--- config.mk ---
export PLATFORM = sky130hd
export DESIGN_NAME = ddrodt_dev_flat
export DESIGN_NICKNAME = d
export VERILOG_FILES = /design/src/ddrodt_pkg.sv /design/src/ddrodt_if.sv /design/src/ddrodt_dev.sv /design/src/flat_wrapper.sv
export SDC_FILE = /design/constraint.sdc
export NUM_CORES = 1
export LEC_CHECK = 0
export BUFFER_PORTS_ARGS = -buffer_cell sky130_fd_sc_hd__buf_2
export CAP_MARGIN = 20
export CELL_PAD_IN_SITES_DETAIL_PLACEMENT = 2
export CELL_PAD_IN_SITES_GLOBAL_PLACEMENT = 2
export CORE_MARGIN = 5
export CORE_UTILIZATION = 25
export DETAILED_ROUTE_END_ITERATION = 6
export HOLD_SLACK_MARGIN = 0.05
export PLACE_DENSITY = 0.61
export SLEW_MARGIN = 0
export SYNTH_ARGS = -nofsm -noshare
export SYNTH_HDL_FRONTEND = slang
export SYNTH_SLANG_ARGS = --single-unit
export TNS_END_PERCENT = 100
--- constraint.sdc ---
create_clock -name mclk -period 3.3 [get_ports mclk]
set_input_delay 0.66 -clock mclk [delete_from_list [all_inputs] [get_ports mclk]]
set_output_delay 0.66 -clock mclk [all_outputs]
set_load 0.005 [all_outputs]
--- src/ddrodt_pkg.sv ---
`default_nettype none
package ddrodt_pkg;
  localparam int CNT_W = 10;
  // Clock period and default latencies
  localparam int TCK_PS = 8000;
  localparam int CWL_DEF = 5;
  localparam int AL_DEF = 0;
  // Power-down termination times in ps
  localparam int TAONPD_MIN_PS = 2000;
  localparam int TAONPD_MAX_PS = 8500;
  localparam int TAOFPD_MIN_PS = 2000;
  localparam int TAOFPD_MAX_PS = 8500;
  // Other delays in ps
  localparam int TRP_PS = 15000;
  localparam int TRFC_PS = 260000;
  localparam int TXS_PS = 270000;
  localparam int TXPDLL_PS = 24000;
  // Async delays: least time rounded up, at least one cycle
  localparam int AON_CYC = (TAONPD_MIN_PS + TCK_PS - 1) / TCK_PS;
  localparam int AOF_CYC = (TAOFPD_MIN_PS + TCK_PS - 1) / TCK_PS;
  // Longest async delay, rounded down, at least one cycle
  localparam int AMAX_RAW = TAONPD_MAX_PS > TAOFPD_MAX_PS ?
    TAONPD_MAX_PS / TCK_PS : TAOFPD_MAX_PS / TCK_PS;
  localparam int AMAX_CYC = AMAX_RAW < 1 ? 1 : AMAX_RAW;
  // Cycle counts
  localparam logic [CNT_W-1:0] TRP_CYC =
    CNT_W'((TRP_PS + TCK_PS - 1) / TCK_PS);
  localparam logic [CNT_W-1:0] TRFC_CYC =
    CNT_W'((TRFC_PS + TCK_PS - 1) / TCK_PS);
  localparam logic [CNT_W-1:0] TXS_CYC =
    CNT_W'((TXS_PS + TCK_PS - 1) / TCK_PS);
  localparam logic [CNT_W-1:0] TXPDLL_CYC =
    CNT_W'((TXPDLL_PS + TCK_PS - 1) / TCK_PS);
  localparam logic [CNT_W-1:0] TCPDED_CYC = 10'h001;
  localparam logic [CNT_W-1:0] ZQINIT_CYC = 10'h200;
  localparam logic [CNT_W-1:0] ZQOPER_CYC = 10'h100;
  localparam logic [CNT_W-1:0] ZQCS_CYC = 10'h040;
  // Commands on the link
  typedef enum logic [2:0] {
    CMD_NOP = 3'h0,
    CMD_PREA = 3'h1,
    CMD_REF = 3'h2,
    CMD_ZQCL = 3'h3,
    CMD_ZQCS = 3'h4
  } ddrodt_cmd_t;
  // Device calibration engine states
  typedef enum logic [1:0] {
    ZQ_IDLE = 2'h0,
    ZQ_RUN = 2'h1,
    ZQ_XFER = 2'h3
  } ddrodt_zq_t;
  // Controller sequencer states
  typedef enum logic [1:0] {
    C_IDLE = 2'h0,
    C_TRP = 2'h1,
    C_QUIET = 2'h3
  } ddrodt_cst_t;
endpackage
`default_nettype wire

--- src/ddrodt_if.sv ---
`timescale 1ns/1ps
`default_nettype none
interface ddrodt_if;
  logic cke;
  logic odt;
  ddrodt_pkg::ddrodt_cmd_t cmd;
  logic rtt_on;
  logic rtt_async;
  logic zq_busy;
  modport ctl (
    input rtt_on, rtt_async, zq_busy,
    output cke, odt, cmd
  );
  modport dev (
    input cke, odt, cmd,
    output rtt_on, rtt_async, zq_busy
  );
endinterface
`default_nettype wire

--- src/ddrodt_dev.sv ---
`timescale 1ns/1ps
`default_nettype none
module ddrodt_dev #(
  parameter int CWL = ddrodt_pkg::CWL_DEF,
  parameter int AL = ddrodt_pkg::AL_DEF,
  parameter int CODE_W = 6
) (
  // Clock and reset
  input wire logic mclk,
  input wire logic resetn,
  // Link from controller
  ddrodt_if.dev link,
  // Mode register 0 bit A12: DLL kept on in power-down
  input wire logic mr0_pd_dll_on,
  // Calibration comparator, from outside the clock domain
  input wire logic zq_cmp_hi,
  // Status toward the device core
  output logic odt_window,
  output logic zq_current_en,
  output logic cal_update,
  output logic [CODE_W-1:0] io_code
);
  localparam int ODTL = CWL + AL - 2;
  localparam int HIST = ODTL + ddrodt_pkg::AON_CYC + ddrodt_pkg::AOF_CYC;
  localparam int CW = ddrodt_pkg::CNT_W;
  localparam logic [CODE_W-1:0] CODE_MAX = {CODE_W{1'b1}};
  localparam logic [CODE_W-1:0] CODE_MID = {1'b1, {(CODE_W-1){1'b0}}};

  logic [HIST-1:0] odt_hist_q;
  logic cke_q;
  logic async_q;
  logic rtt_q;
  logic [CW-1:0] win_cnt_q;
  logic [CW-1:0] rfc_cnt_q;
  ddrodt_pkg::ddrodt_zq_t zq_st_q;
  logic [CW-1:0] zq_cnt_q;
  logic zq_init_done_q;
  logic zq_cur_q;
  logic zq_busy_q;
  logic cal_upd_q;
  logic [CODE_W-1:0] work_q;
  logic [CODE_W-1:0] code_q;
  logic cmp_s1_q;
  logic cmp_s2_q;
  logic win_act_q;

  // Mode and window decode
  wire frozen = ~mr0_pd_dll_on;
  wire cke_fall = cke_q & ~link.cke;
  wire cke_rise = ~cke_q & link.cke;
  wire win_idle = (win_cnt_q == '0);
  wire [CW-1:0] entry_len = (rfc_cnt_q > ddrodt_pkg::TCPDED_CYC) ?
    rfc_cnt_q : ddrodt_pkg::TCPDED_CYC;
  wire [CW-1:0] entry_win = (entry_len > win_cnt_q) ?
    entry_len : win_cnt_q;
  wire [CW-1:0] exit_win = (ddrodt_pkg::TXPDLL_CYC > win_cnt_q) ?
    ddrodt_pkg::TXPDLL_CYC : win_cnt_q;

  // Termination path selection
  wire sync_val = odt_hist_q[ODTL-1];
  wire async_on = odt_hist_q[ddrodt_pkg::AON_CYC-1];
  wire async_off = odt_hist_q[ddrodt_pkg::AOF_CYC-1];
  wire async_val = rtt_q ? async_off : async_on;
  wire rtt_d = async_q ? async_val : sync_val;

  // Calibration decode
  wire cmd_zql = (link.cmd == ddrodt_pkg::CMD_ZQCL);
  wire cmd_zqs = (link.cmd == ddrodt_pkg::CMD_ZQCS);
  wire zq_start = (zq_st_q == ddrodt_pkg::ZQ_IDLE) & (cmd_zql | cmd_zqs);
  wire [CW-1:0] zq_len = cmd_zqs ? ddrodt_pkg::ZQCS_CYC :
    zq_init_done_q ? ddrodt_pkg::ZQOPER_CYC :
    ddrodt_pkg::ZQINIT_CYC;
  wire [CW-1:0] zq_load = zq_len - CW'(2);
  wire work_up = cmp_s2_q & (work_q != CODE_MAX);
  wire work_dn = ~cmp_s2_q & (work_q != '0);

  // Link and user outputs
  assign link.rtt_on = rtt_q;
  assign link.rtt_async = async_q;
  assign link.zq_busy = zq_busy_q;
  assign odt_window = win_act_q;
  assign zq_current_en = zq_cur_q;
  assign cal_update = cal_upd_q;
  assign io_code = code_q;

  // Termination input history and clock enable
  always_ff @(posedge mclk or negedge resetn) begin
    if (!resetn) begin
      odt_hist_q <= '0;
      cke_q <= 1'b1;
      rtt_q <= 1'b0;
    end else begin
      odt_hist_q <= {odt_hist_q[HIST-2:0], link.odt};
      cke_q <= link.cke;
      rtt_q <= rtt_d;
    end
  end

  // Refresh in progress tracker
  always_ff @(posedge mclk or negedge resetn) begin
    if (!resetn) begin
      rfc_cnt_q <= '0;
    end else if (link.cmd == ddrodt_pkg::CMD_REF) begin
      rfc_cnt_q <= ddrodt_pkg::TRFC_CYC;
    end else if (rfc_cnt_q != '0) begin
      rfc_cnt_q <= rfc_cnt_q - CW'(1);
    end
  end

  // Transition windows; the entry window lasts the longer of TCPDED_CYC
  // and the refresh still in progress, and keeps the sync timing
  always_ff @(posedge mclk or negedge resetn) begin
    if (!resetn) begin
      win_cnt_q <= '0;
      win_act_q <= 1'b0;
    end else begin
      if (cke_fall && frozen) begin
        win_cnt_q <= entry_win;
      end else if (cke_rise && frozen) begin
        win_cnt_q <= exit_win;
      end else if (!win_idle) begin
        win_cnt_q <= win_cnt_q - CW'(1);
      end
      win_act_q <= ~win_idle | ((cke_fall | cke_rise) & frozen);
    end
  end

  // Sync or async mode; held through a window
  always_ff @(posedge mclk or negedge resetn) begin
    if (!resetn) begin
      async_q <= 1'b0;
    end else if (win_idle) begin
      async_q <= ~cke_q & frozen;
    end
  end

  // Comparator synchroniser
  always_ff @(posedge mclk or negedge resetn) begin
    if (!resetn) begin
      cmp_s1_q <= 1'b0;
      cmp_s2_q <= 1'b0;
    end else begin
      cmp_s1_q <= zq_cmp_hi;
      cmp_s2_q <= cmp_s1_q;
    end
  end

  // Calibration engine state machine
  always_ff @(posedge mclk or negedge resetn) begin
    if (!resetn) begin
      zq_st_q <= ddrodt_pkg::ZQ_IDLE;
      zq_cnt_q <= '0;
      zq_init_done_q <= 1'b0;
      zq_cur_q <= 1'b0;
      zq_busy_q <= 1'b0;
      cal_upd_q <= 1'b0;
    end else begin
      cal_upd_q <= 1'b0;
      case (zq_st_q)
        ddrodt_pkg::ZQ_IDLE: begin
          if (zq_start) begin
            zq_st_q <= ddrodt_pkg::ZQ_RUN;
            zq_cnt_q <= zq_load;
            zq_cur_q <= 1'b1;
            zq_busy_q <= 1'b1;
            if (cmd_zql) begin
              zq_init_done_q <= 1'b1;
            end
          end
        end
        ddrodt_pkg::ZQ_RUN: begin
          if (zq_cnt_q == '0) begin
            zq_st_q <= ddrodt_pkg::ZQ_XFER;
            zq_cur_q <= 1'b0;
          end else begin
            zq_cnt_q <= zq_cnt_q - CW'(1);
          end
        end
        ddrodt_pkg::ZQ_XFER: begin
          zq_st_q <= ddrodt_pkg::ZQ_IDLE;
          zq_busy_q <= 1'b0;
          cal_upd_q <= 1'b1;
        end
        default: begin
          zq_st_q <= ddrodt_pkg::ZQ_IDLE;
          zq_cur_q <= 1'b0;
          zq_busy_q <= 1'b0;
        end
      endcase
    end
  end

  // Code search while running, transfer to I/O at the end; no
  // calibration starts without a command, also after self-refresh
  always_ff @(posedge mclk or negedge resetn) begin
    if (!resetn) begin
      work_q <= CODE_MID;
      code_q <= CODE_MID;
    end else begin
      if (zq_st_q == ddrodt_pkg::ZQ_RUN) begin
        if (work_up) begin
          work_q <= work_q + CODE_W'(1);
        end else if (work_dn) begin
          work_q <= work_q - CODE_W'(1);
        end
      end
      if (zq_st_q == ddrodt_pkg::ZQ_XFER) begin
        code_q <= work_q;
      end
    end
  end
endmodule
`default_nettype wire

--- src/flat_wrapper.sv ---
// flat-port wrapper written by rule: the top's interface ports become plain ports
module ddrodt_dev_flat 
#(
  parameter int CWL = ddrodt_pkg::CWL_DEF,
  parameter int AL = ddrodt_pkg::AL_DEF,
  parameter int CODE_W = 6
)
  (mclk, resetn, mr0_pd_dll_on, zq_cmp_hi, odt_window, zq_current_en, cal_update, io_code, link_cke, link_odt, link_cmd, link_rtt_on, link_rtt_async, link_zq_busy);
  ddrodt_if link_i ();
  input wire logic mclk;
  input wire logic resetn;
  input wire logic mr0_pd_dll_on;
  input wire logic zq_cmp_hi;
  output logic odt_window;
  output logic zq_current_en;
  output logic cal_update;
  output logic [CODE_W-1:0] io_code;
  input wire logic [$bits(link_i.cke)-1:0] link_cke;
  input wire logic [$bits(link_i.odt)-1:0] link_odt;
  input wire logic [$bits(link_i.cmd)-1:0] link_cmd;
  output wire logic [$bits(link_i.rtt_on)-1:0] link_rtt_on;
  output wire logic [$bits(link_i.rtt_async)-1:0] link_rtt_async;
  output wire logic [$bits(link_i.zq_busy)-1:0] link_zq_busy;
  assign link_i.cke = link_cke;
  assign link_i.odt = link_odt;
  assign link_i.cmd = link_cmd;
  assign link_rtt_on = link_i.rtt_on;
  assign link_rtt_async = link_i.rtt_async;
  assign link_zq_busy = link_i.zq_busy;
  ddrodt_dev #(.CWL(CWL), .AL(AL), .CODE_W(CODE_W)) u_core (.mclk(mclk), .resetn(resetn), .link(link_i), .mr0_pd_dll_on(mr0_pd_dll_on), .zq_cmp_hi(zq_cmp_hi), .odt_window(odt_window), .zq_current_en(zq_current_en), .cal_update(cal_update), .io_code(io_code));
endmodule
==> results of run 1 <==
## power by group through the flow
stage                     registers, mW  clock network [mW]  logic (mW)
after floorplan                    1.18                   0        1.03
after detailed placement           1.26                   0        1.39
after CTS                          1.25               0.955        1.40
after global routing               1.30               0.980        1.58
final                              1.25               0.921        1.38
after global placement             1.25                   0        1.34
## final cells by class
class	instances	area share, %
timing repair buffer	27	3.89
inverter	23	2.20
clock inverter	2	0.956
sequential	57	36.4
clock buffer	14	6.47
multi-input combinational	244	44.4
tap	176	5.61
## per-stage QoR
stage / total power [mW] / hold WS, ns / cell area [um^2] / std cells
after floorplan: 2.21 / 0.331 / 3310 / 335
after global placement: 2.58 / 0.333 / 3630 / 527
after detailed placement: 2.65 / 0.339 / 3630 / 527
after CTS: 3.61 / 0.347 / 3930 / 543
after global routing: 3.86 / 0.346 / 3930 / 543
final: 3.54 / 0.343 / 3930 / 543
## path summary, 6_finish.rpt
check,from,to,slack [ns],cells past startpoint
worst min register to register,u_core.odt_hist_q[1],u_core.odt_hist_q[2],0.34,0
min in group asynchronous,resetn,u_core.work_q[3],0.37,1
max in group asynchronous,resetn,u_core.cke_q,2.09,2
worst max register to register,u_core.rfc_cnt_q[6],u_core.win_cnt_q[0],0.36,10
worst max-delay path,u_core.rfc_cnt_q[6],u_core.win_cnt_q[0],0.36,10
worst min-delay path,u_core.odt_hist_q[1],u_core.odt_hist_q[2],0.34,0
## synthesized netlist by cell type (4+ instances only)
cell / instances
nand2b_1: 5
clkbuf_1: 9
o22ai_1: 8
nand2_1: 21
a21o_1: 6
o31ai_1: 5
nor3b_1: 5
a21oi_1: 13
nor2_1: 30
xnor2_1: 4
mux2_2: 7
nor3_1: 11
o21ai_0: 22
ha_1: 22
and3_2: 7
a22oi_1: 4
xor2_1: 7
dfrtp_1: 54
inv_1: 23
o211ai_1: 4
o21ai_1: 4
or3_1: 4
nand3_1: 4
## routing by layer
| layer | part of all wire, % | track usage [%] |
|---|---|---|
| met1 | 45 | 14.5 |
| met2 | 50 | 21.1 |
| met3 | 3.3 | 4.18 |
| met4 | 1.7 | 4.40 |
| met5 | 0 | 0 |
## registers in the layout, summed over array words and instances, names as in the netlist, 2 cells and up
name and count:
u_core.io_code 6, u_core.odt_hist_q 3, u_core.rfc_cnt_q 10, u_core.win_cnt_q 10, u_core.work_q 6, u_core.zq_cnt_q 10
u_core.zq_st_q 2
## worst max-delay path: cells and delay by family, from the launching register on
kind | cells | cell delay (ns)
AOI/OAI and AO/OA | 3 | 0.84
adders and majority gates | 1 | 0.29
DFF | 1 | 0.45
buffers and inverters | 1 | 0.08
and+or+nand+nor | 4 | 0.82
muxes | 1 | 0.33
## cells by family after synthesis
logic type,after synthesis,synth area share (%)
and+or+nand+nor,112,19.1
muxes,10,3.44
buffers and inverters,34,4.01
AOI/OAI and AO/OA,88,18.4
adders and majority gates,23,8.93
DFF,57,43.2
xor gates and xnor gates,11,2.91
==> reports/qor.txt, run 1 <==
Outcome - completed
Worst slack at placement - 0.341 ns
Ant. Diodes - 0
P_sw - 1.39 mW
DIE HEIGHT - 125 um
Share of cells above drive strength 1 - 18.3%
WL per Instance - 16.6 um
Mapped Avg Cell Area - 9.87 um^2
Netlist cell types - 60
Maximum vdd drop - 283 uV
Sequential share of power - 35.2%
Worst endpoint required time - 3.52 ns
HP Class - register to register
Critical-path top delay cell - dfrtp_1
Fin util - 30.0%
Post-synth top area cell - dfrtp_1
Max-slew violations - 0
Slew HR - 52.5%
DRC - 0
Final Hold Vio Count - 0
Most frequent cells in the layout - dfrtp_1 (54), nor2_1 (30), inv_1 (23)
CP max FO - 10
Row cnt - 42
Async set or reset register ratio after synthesis - 100%
Sequential element share of the synthesized area - 43.2%
Max Cap Viol - 0
Die area - 15600 um^2
Top-area cell type share of the netlist area - 40.9%
Worst slew pin tran - 0.708 ns
Slack of the critical path - 0.364 ns
Vias - 2665
# setup viols final - 0
Final wirelength - 8990 um
Area of the multi-input gates - 1740 um^2
Clock skew - 0.00779 ns
Number of global-route vias before repair - 3011
CTS tree - built
Clock buffer depth - 2
Fillers - 1439
Largest net degree at the start of global routing - 28
Synth top area cells - dfrtp_1 (41%), ha_1 (8.3%), nor2_1 (3.4%)
Mapped Cells - 335
RSZ-0062 raised after global routing - false
Mapped Area - 3310 um^2
Setup crit end kind - register
Setup crit start kind - register
CTS buffer count - 9
EDFF count, synth - 0
Core area - 13100 um^2
Die Width - 125 um
GRT Overall Usage - 12.4%
Final #Nets - 394
Cell Int Power - 2.15 mW
Leak Pwr - 1.71 nW
Final worst-path cycle share - 89.0%
Fin Setup TNS - 0 ns
First-pass GRT wire length - 15500 um
Critical-path cell list - nor4_4, nand3_1, o21ai_0, inv_1, ha_1, nand2b_1, a211oi_1, a211o_1, nand2_4, mux2_4
Worst path max stage delay - 0.45 ns
Fin crit period - 2.94 ns
Most common cell after layout, fill and taps aside - dfrtp_1
# clock sinks - 57
Ys Warns - 0
PortBufs - 20
CTS H-tree lvls - 3
Pwr Density - 903 nW/um^2
Post_cts resized - 0
DRT iter0 DRCs - 78
Top_reg_cell synth - dfrtp_1
WS Path Type - register to register
DRT antenna net count - 0
Post-synthesis net count - 367
CTS Root Cell - clkbuf_16
Initial core utilization - 25.3%
Initial antenna violation count - 0
GP Congestion - 0.762
Clk_lat worst skew - 0.33 ns
First-pass DRT Iterations - 4
Clock network fraction of design power - 26.0%
GRT overflow - 0
Gate power share - 38.8%
DP HPWL - 6840 um
Post-CTS setup buffer count - 0
Arrival time at the worst endpoint - 3.15 ns
Max Clk Rate - 341 MHz
Register area - 1430 um^2
Layout area overhead - 18.7%
Hold buffer count at cts - 0
DR vias/cell - 4.91
Reg clk slew, reported paths - 0.05 ns
I/O pin count - 21
Seq cells post-synth - 57
Switching Share - 39.2%
Power figures use the tool's default switching activity.
==> run 2: changes to the inputs <==
- CORE_ASPECT_RATIO: not set -> 1.2
==> run 2 against run 1 <==
Compared with the run above:
- combinational power decreased by 3%
- first-iteration DRC count is 10% higher
- core utilization hardly changed
- wire length down 0.60%
- sequential share of layout area fell by 0.070 points
- cell count is 1.7% lower
- global-route usage up 0.24 points
- design area is 0.19% higher
- largest cell class unchanged
- largest power group unchanged
- highest routed layer unchanged
==> reports/qor.txt, run 2 (same netlist as run 1, synthesis figures left out) <==
WL per Instance - 16.7 um (+1.1%)
Number of global-route vias before repair - 2929 (-2.7%)
Reg clk slew, reported paths - 0.05 ns (about the same)
Max-slew violations - 0 (unchanged)
Leak Pwr - 1.72 nW (+0.49%)
DRC - 0 (unchanged)
Clock buffer depth - 2 (unchanged)
CTS Root Cell - clkbuf_16
# setup viols final - 0 (unchanged)
Slew HR - 51.5% (-1.0 points)
WS Path Type - register to register
Ant. Diodes - 0 (unchanged)
Initial antenna violation count - 0 (unchanged)
Clk_lat worst skew - 0.34 ns (about the same)
Critical-path cell list - nor4_4, nand3_1, o21ai_0, inv_1, ha_1, nand2b_1, a211oi_1, a211o_1, nand2_4, mux2_4
Placed insts - 518 (-1.7%)
Critical-path top delay cell - dfrtp_1
Fin Setup TNS - 0 ns (unchanged)
CP top delay family - compound AO/OA/AOI/OAI gates
HP Class - primary input to asynchronous set/reset pin
DIE HEIGHT - 136 um (+8.8%)
Die Width - 115 um (-8.0%)
Worst path max stage delay - 0.46 ns (about the same)
Vias - 2622 (-1.6%)
Final Hold Vio Count - 0 (unchanged)
Worst-case reg-to-reg path depth - 10 (unchanged)
Final worst-path cycle share - 89.0% (about the same)
Share of cells above drive strength 1 - 19.1% (+0.87 points)
PortBufs - 20 (unchanged)
First-pass DRT Iterations - 4 (unchanged)
Initial core utilization - 25.2% (-0.072 points)
Final wirelength - 8940 um (-0.60%)
GRT overflow - 0 (unchanged)
Final #Nets - 393 (-0.25%)
GP Congestion - 0.829 (+8.8%)
CTS tree - built
# clock sinks - 57 (unchanged)
DR vias/cell - 4.91 (about the same)
Most common cell after layout, fill and taps aside - dfrtp_1
Fin crit period - 2.94 ns (+0.00104 ns)
Layout area overhead - 18.9%
Hold buffer count at cts - 0 (unchanged)
DP HPWL - 6850 um (+0.17%)
Pwr Density - 913 nW/um^2 (+1.2%)
Setup crit start kind - register
First-pass GRT wire length - 15400 um (-0.67%)
Max Cap Viol - 0 (unchanged)
GRT Overall Usage - 12.6% (+0.24 points)
Clock skew - 0.00839 ns (+0.000600 ns)
Arrival time at the worst endpoint - 3.16 ns (about the same)
RSZ-0062 raised after global routing - false
Maximum vdd drop - 337 uV (+19%)
CP max FO - 10 (unchanged)
Worst slew pin tran - 0.723 ns (+0.0150 ns)
Post-CTS setup buffer count - 0 (unchanged)
Post_cts resized - 0 (unchanged)
Largest regs - u_core.rfc_cnt_q (10), u_core.win_cnt_q (10), u_core.zq_cnt_q (10)
Worst flop-to-flop path endpoint - u_core.win_cnt_q[0]
Outcome - completed
DRT iter0 DRCs - 86 (+10%)
Core area - 13100 um^2 (+0.29%)
Worst endpoint required time - 3.52 ns (about the same)
Buffers & Inverters on Critical Path - 1 (unchanged)
CTS buffer count - 9 (unchanged)
Reg-to-Reg Start - u_core.rfc_cnt_q[6]
Row cnt - 46 (+9.5%)
Die area - 15600 um^2 (about the same)
CTS H-tree lvls - 3 (unchanged)
Max Clk Rate - 340 MHz (about the same)
Setup crit end kind - register
Non-filler cells, final - 534 (-1.7%)
Largest net degree at the start of global routing - 27 (-3.6%)
Register-to-register setup slack - 0.36 ns (about the same)
I/O pin count - 21 (unchanged)
DRT antenna net count - 0 (unchanged)
Most frequent cells in the layout - dfrtp_1 (54), nor2_1 (30), inv_1 (23)
[run 2: cell count changes in the layout (fill, tap and decap cells not counted)]
cell / before / now
clkbuf_1: 4 / 0
clkbuf_8: 1 / 3
buf_4: 7 / 6
clkinv_2: 0 / 1
clkinvlp_4: 1 / 2
[run 2: metrics by stage]
step                      util, %  cell area [um^2]  power (mW)  hold slack [ns]  setup slack (ns)
after CTS                    30.0              3930        3.67            0.353             0.293
after floorplan                 -              3310        2.21            0.331             0.749
after global placement       27.6              3620        2.58            0.337             0.432
final                        30.0              3930        3.59            0.330             0.363
after global routing         30.0              3930        3.91            0.359             0.104
after detailed placement     27.6              3620        2.65            0.341             0.327
[run 2: metal layers]
layer  track usage, %  wire length [um]  vias up
li1                 -                 -     1264
met1             15.4              4060     1325
met2             20.9              4490       22
met3             3.52               225       11
met4             4.83               163        0
met5                0                 0        -
[run 2: worst reg2reg max path, stage by stage (launching register included)]
cell and delay (ns):
dfrtp_1 0.46, nor4_4 0.36, nand3_1 0.25, o21ai_0 0.30, inv_1 0.08, ha_1 0.30, nand2b_1 0.06, a211oi_1 0.23
a211o_1 0.30, nand2_4 0.16, mux2_4 0.33
[run 2: layout make-up]
type | instances | area, um^2
multi-input combinational | 244 | 1740
inverter | 23 | 86.3
fill | 1474 | 9190
clock buffer | 12 | 267
tap | 168 | 210
clock inverter | 4 | 50.0
sequential | 57 | 1430
timing repair buffer | 26 | 145
[run 2: how the worst max path moves through the flow]
stage	to	depth (start not counted)	slack, ns	from
4_1_cts	u_core.win_cnt_q[0]	10	0.29	u_core.rfc_cnt_q[6]
2_1_floorplan	u_core.win_cnt_q[0]	10	0.75	u_core.rfc_cnt_q[6]
6_report	u_core.win_cnt_q[0]	10	0.36	u_core.rfc_cnt_q[6]
5_1_grt	u_core.win_cnt_q[0]	10	0.10	u_core.rfc_cnt_q[6]
3_3_place_gp	u_core.win_cnt_q[0]	10	0.43	u_core.rfc_cnt_q[6]
3_5_place_dp	u_core.win_cnt_q[0]	10	0.33	u_core.rfc_cnt_q[6]
[run 2: power by group]
group | leakage, nW | internal (mW) | switching [mW]
clock | 0.151 | 0.644 | 0.339
combinational | 0.879 | 0.593 | 0.750
sequential | 0.692 | 0.947 | 0.319
==> run 3: changes to the inputs <==
- GPL_TIMING_DRIVEN: not set -> 0
==> run 3 against run 2 <==
Compared with the run above:
- via count is 2.0% higher
- clock skew is 0.00066 ns lower
- setup slack worse by 0.22 ns
- power is 1.6% lower
- fmax is 6.8% lower
- core utilization hardly changed
- global-route usage is 0.19 points lower
- combinational power hardly changed
- register-to-register slack worse by 0.22 ns
- clock power is 6.8% lower
- die area stayed put
- largest cell class unchanged
==> reports/qor.txt, run 3 (same netlist as run 1, synthesis figures left out) <==
Die Width - 115 um (unchanged)
CTS buffer count - 9 (unchanged)
DRT iter0 DRCs - 85 (-1.2%)
DIE HEIGHT - 136 um (unchanged)
DR vias/cell - 4.95 (+0.89%)
RSZ-0062 raised after global routing - false
Fin crit period - 3.15 ns (+0.215 ns)
Max Cap Viol - 0 (unchanged)
Most frequent cells in the layout - dfrtp_1 (54), nor2_1 (30), inv_1 (23)
Crit path to - u_core.win_cnt_q[0]
Worst slack at placement - 0.0226 ns (-0.305 ns)
GR Util met2 - 23.3% (+2.4 points)
Final worst-path cycle share - 95.5% (+6.5 points)
CP top delay family - simple AND/OR/NAND/NOR gates
Worst path max stage delay - 0.52 ns (+0.06 ns)
Maximum vdd drop - 298 uV (-11%)
Worst endpoint required time - 3.51 ns (about the same)
GRT overflow - 0 (unchanged)
Post-CTS setup buffer count - 0 (unchanged)
Worst flop-to-flop path endpoint - u_core.win_cnt_q[0]
# clock sinks - 57 (unchanged)
Core area - 13100 um^2 (unchanged)
Final wirelength - 8860 um (-0.87%)
Setup crit end kind - register
Row cnt - 46 (unchanged)
Setup crit start kind - register
DRT antenna net count - 0 (unchanged)
Crit. Startpoint - u_core.rfc_cnt_q[6]
Pwr Density - 900 nW/um^2 (-1.5%)
Die area - 15600 um^2 (unchanged)
WS Path Type - register to register
CTS tree - built
Register-to-register setup slack - 0.15 ns (-0.22 ns)
CTS H-tree lvls - 3 (unchanged)
Buffers & Inverters on Critical Path - 1 (unchanged)
GP Congestion - 0.735 (-11%)
Critical-path cell list - nor4_4, nand3_1, o21ai_1, inv_1, ha_1, nand2_1, nor4_1, a221oi_4, nand2_4, mux2_4
Most Crowded Layer GR - met2
CTS Root Cell - clkbuf_16
Reg-to-Reg Start - u_core.rfc_cnt_q[6]
Critical-path top delay cell - nor4_1
I/O pin count - 21 (unchanged)
Worst slew pin tran - 0.792 ns (+0.0694 ns)
Layout area overhead - 18.8% (about the same)
Worst-case reg-to-reg path depth - 10 (unchanged)
WL per Instance - 16.4 um (-2.0%)
Max Clk Rate - 317 MHz (-6.8%)
PortBufs - 20 (unchanged)
DP HPWL - 6700 um (-2.2%)
GR Layer Usage met1 - 13.7% (-1.7 points)
Grt met3 use - 2.80% (-0.71 points)
Largest regs - u_core.rfc_cnt_q (10), u_core.win_cnt_q (10), u_core.zq_cnt_q (10)
Initial core utilization - 25.2% (unchanged)
Fillers - 1463 (-0.75%)
Slack of the critical path - 0.148 ns (-0.215 ns)
Initial antenna violation count - 0 (unchanged)
GRT Overall Usage - 12.4% (-0.19 points)
Most common cell after layout, fill and taps aside - dfrtp_1
CP max FO - 10 (unchanged)
Fin Setup TNS - 0 ns (unchanged)
Outcome - completed
Share of cells above drive strength 1 - 17.5% (-1.7 points)
# setup viols final - 0 (unchanged)
Critical Path Stages - 10 (unchanged)
Slew HR - 47.1% (-4.4 points)
Number of global-route vias before repair - 3034 (+3.6%)
HP Class - register to register
Vias - 2675 (+2.0%)
Clk_lat worst skew - 0.32 ns (-0.02 ns)
Max-slew violations - 0 (unchanged)
First-pass GRT wire length - 15300 um (-0.40%)
Leak Pwr - 1.72 nW (-0.43%)
Arrival time at the worst endpoint - 3.36 ns (+0.20 ns)
Ant. Diodes - 0 (unchanged)
Final Hold Vio Count - 0 (unchanged)
Final #Nets - 399 (+1.5%)
Clock skew - 0.00774 ns (-0.000655 ns)
DRC - 0 (unchanged)
Reg clk slew, reported paths - 0.05 ns (about the same)
Largest net degree at the start of global routing - 30 (+11%)
Hold Slack - 0.348 ns (+0.0184 ns)
Clock buffer depth - 2 (unchanged)
First-pass DRT Iterations - 4 (unchanged)
run 3: changes by cell type in the layout (fill, tap and decap cells not counted), sizes merged:
| cell | before | now |
|---|---|---|
| clkinv | 1 | 2 |
| clkinvlp | 2 | 0 |
| clkbuf | 12 | 22 |
| buf | 26 | 23 |
run 3: layout make-up:
type / count / area, um^2 / share of cell area, %
Inverter: 23 / 86.3 / 2.20
Buffer: 11 / 46.3 / 1.18
Multi-Input combinational cell: 244 / 1750 / 44.4
Tap cell: 168 / 210 / 5.35
Clock buffer: 13 / 250 / 6.37
Timing Repair Buffer: 21 / 120 / 3.06
Sequential cell: 57 / 1430 / 36.4
Clock inverter: 3 / 40.0 / 1.02
run 3: routing by layer:
layer | part of all wire [%] | vias to the layer above
li1 | - | 1277
met2 | 55 | 23
met4 | 1.2 | 0
met3 | 2.0 | 11
met5 | 0 | -
met1 | 42 | 1364
run 3: power breakdown:
group	total (mW)	internal [mW]	switching [mW]
Clock	0.916	0.602	0.313
Combinational	1.35	0.601	0.745
Sequential	1.27	0.948	0.325
run 3: worst min path at each step:
stage                                 to            startpoint  cells after the start
finish              u_core.odt_hist_q[2]  u_core.odt_hist_q[1]                      0
global route        u_core.odt_hist_q[2]  u_core.odt_hist_q[1]                      0
CTS                 u_core.odt_hist_q[2]  u_core.odt_hist_q[1]                      0
detailed placement  u_core.odt_hist_q[2]  u_core.odt_hist_q[1]                      0
global placement    u_core.odt_hist_q[2]  u_core.odt_hist_q[1]                      0
floorplan                u_core.cmp_s2_q       u_core.cmp_s1_q                      0
run 3: stage by stage:
stage	power, mW	utilization, %	std cells	area [um^2]
finish	3.53	29.9	540	3930
CTS	3.62	29.9	540	3930
floorplan	2.21	-	335	3310
detailed placement	2.65	27.7	524	3640
global route	3.86	29.9	540	3930
global placement	2.56	27.6	523	3620
run 3: repair_timing:
item | CTS | global route
hold buffers | 0 | 0
setup endpoints to repair | 1 | 1
endpoints found under the hold margin | 0 | 0
gates resized for setup | 1 | 1
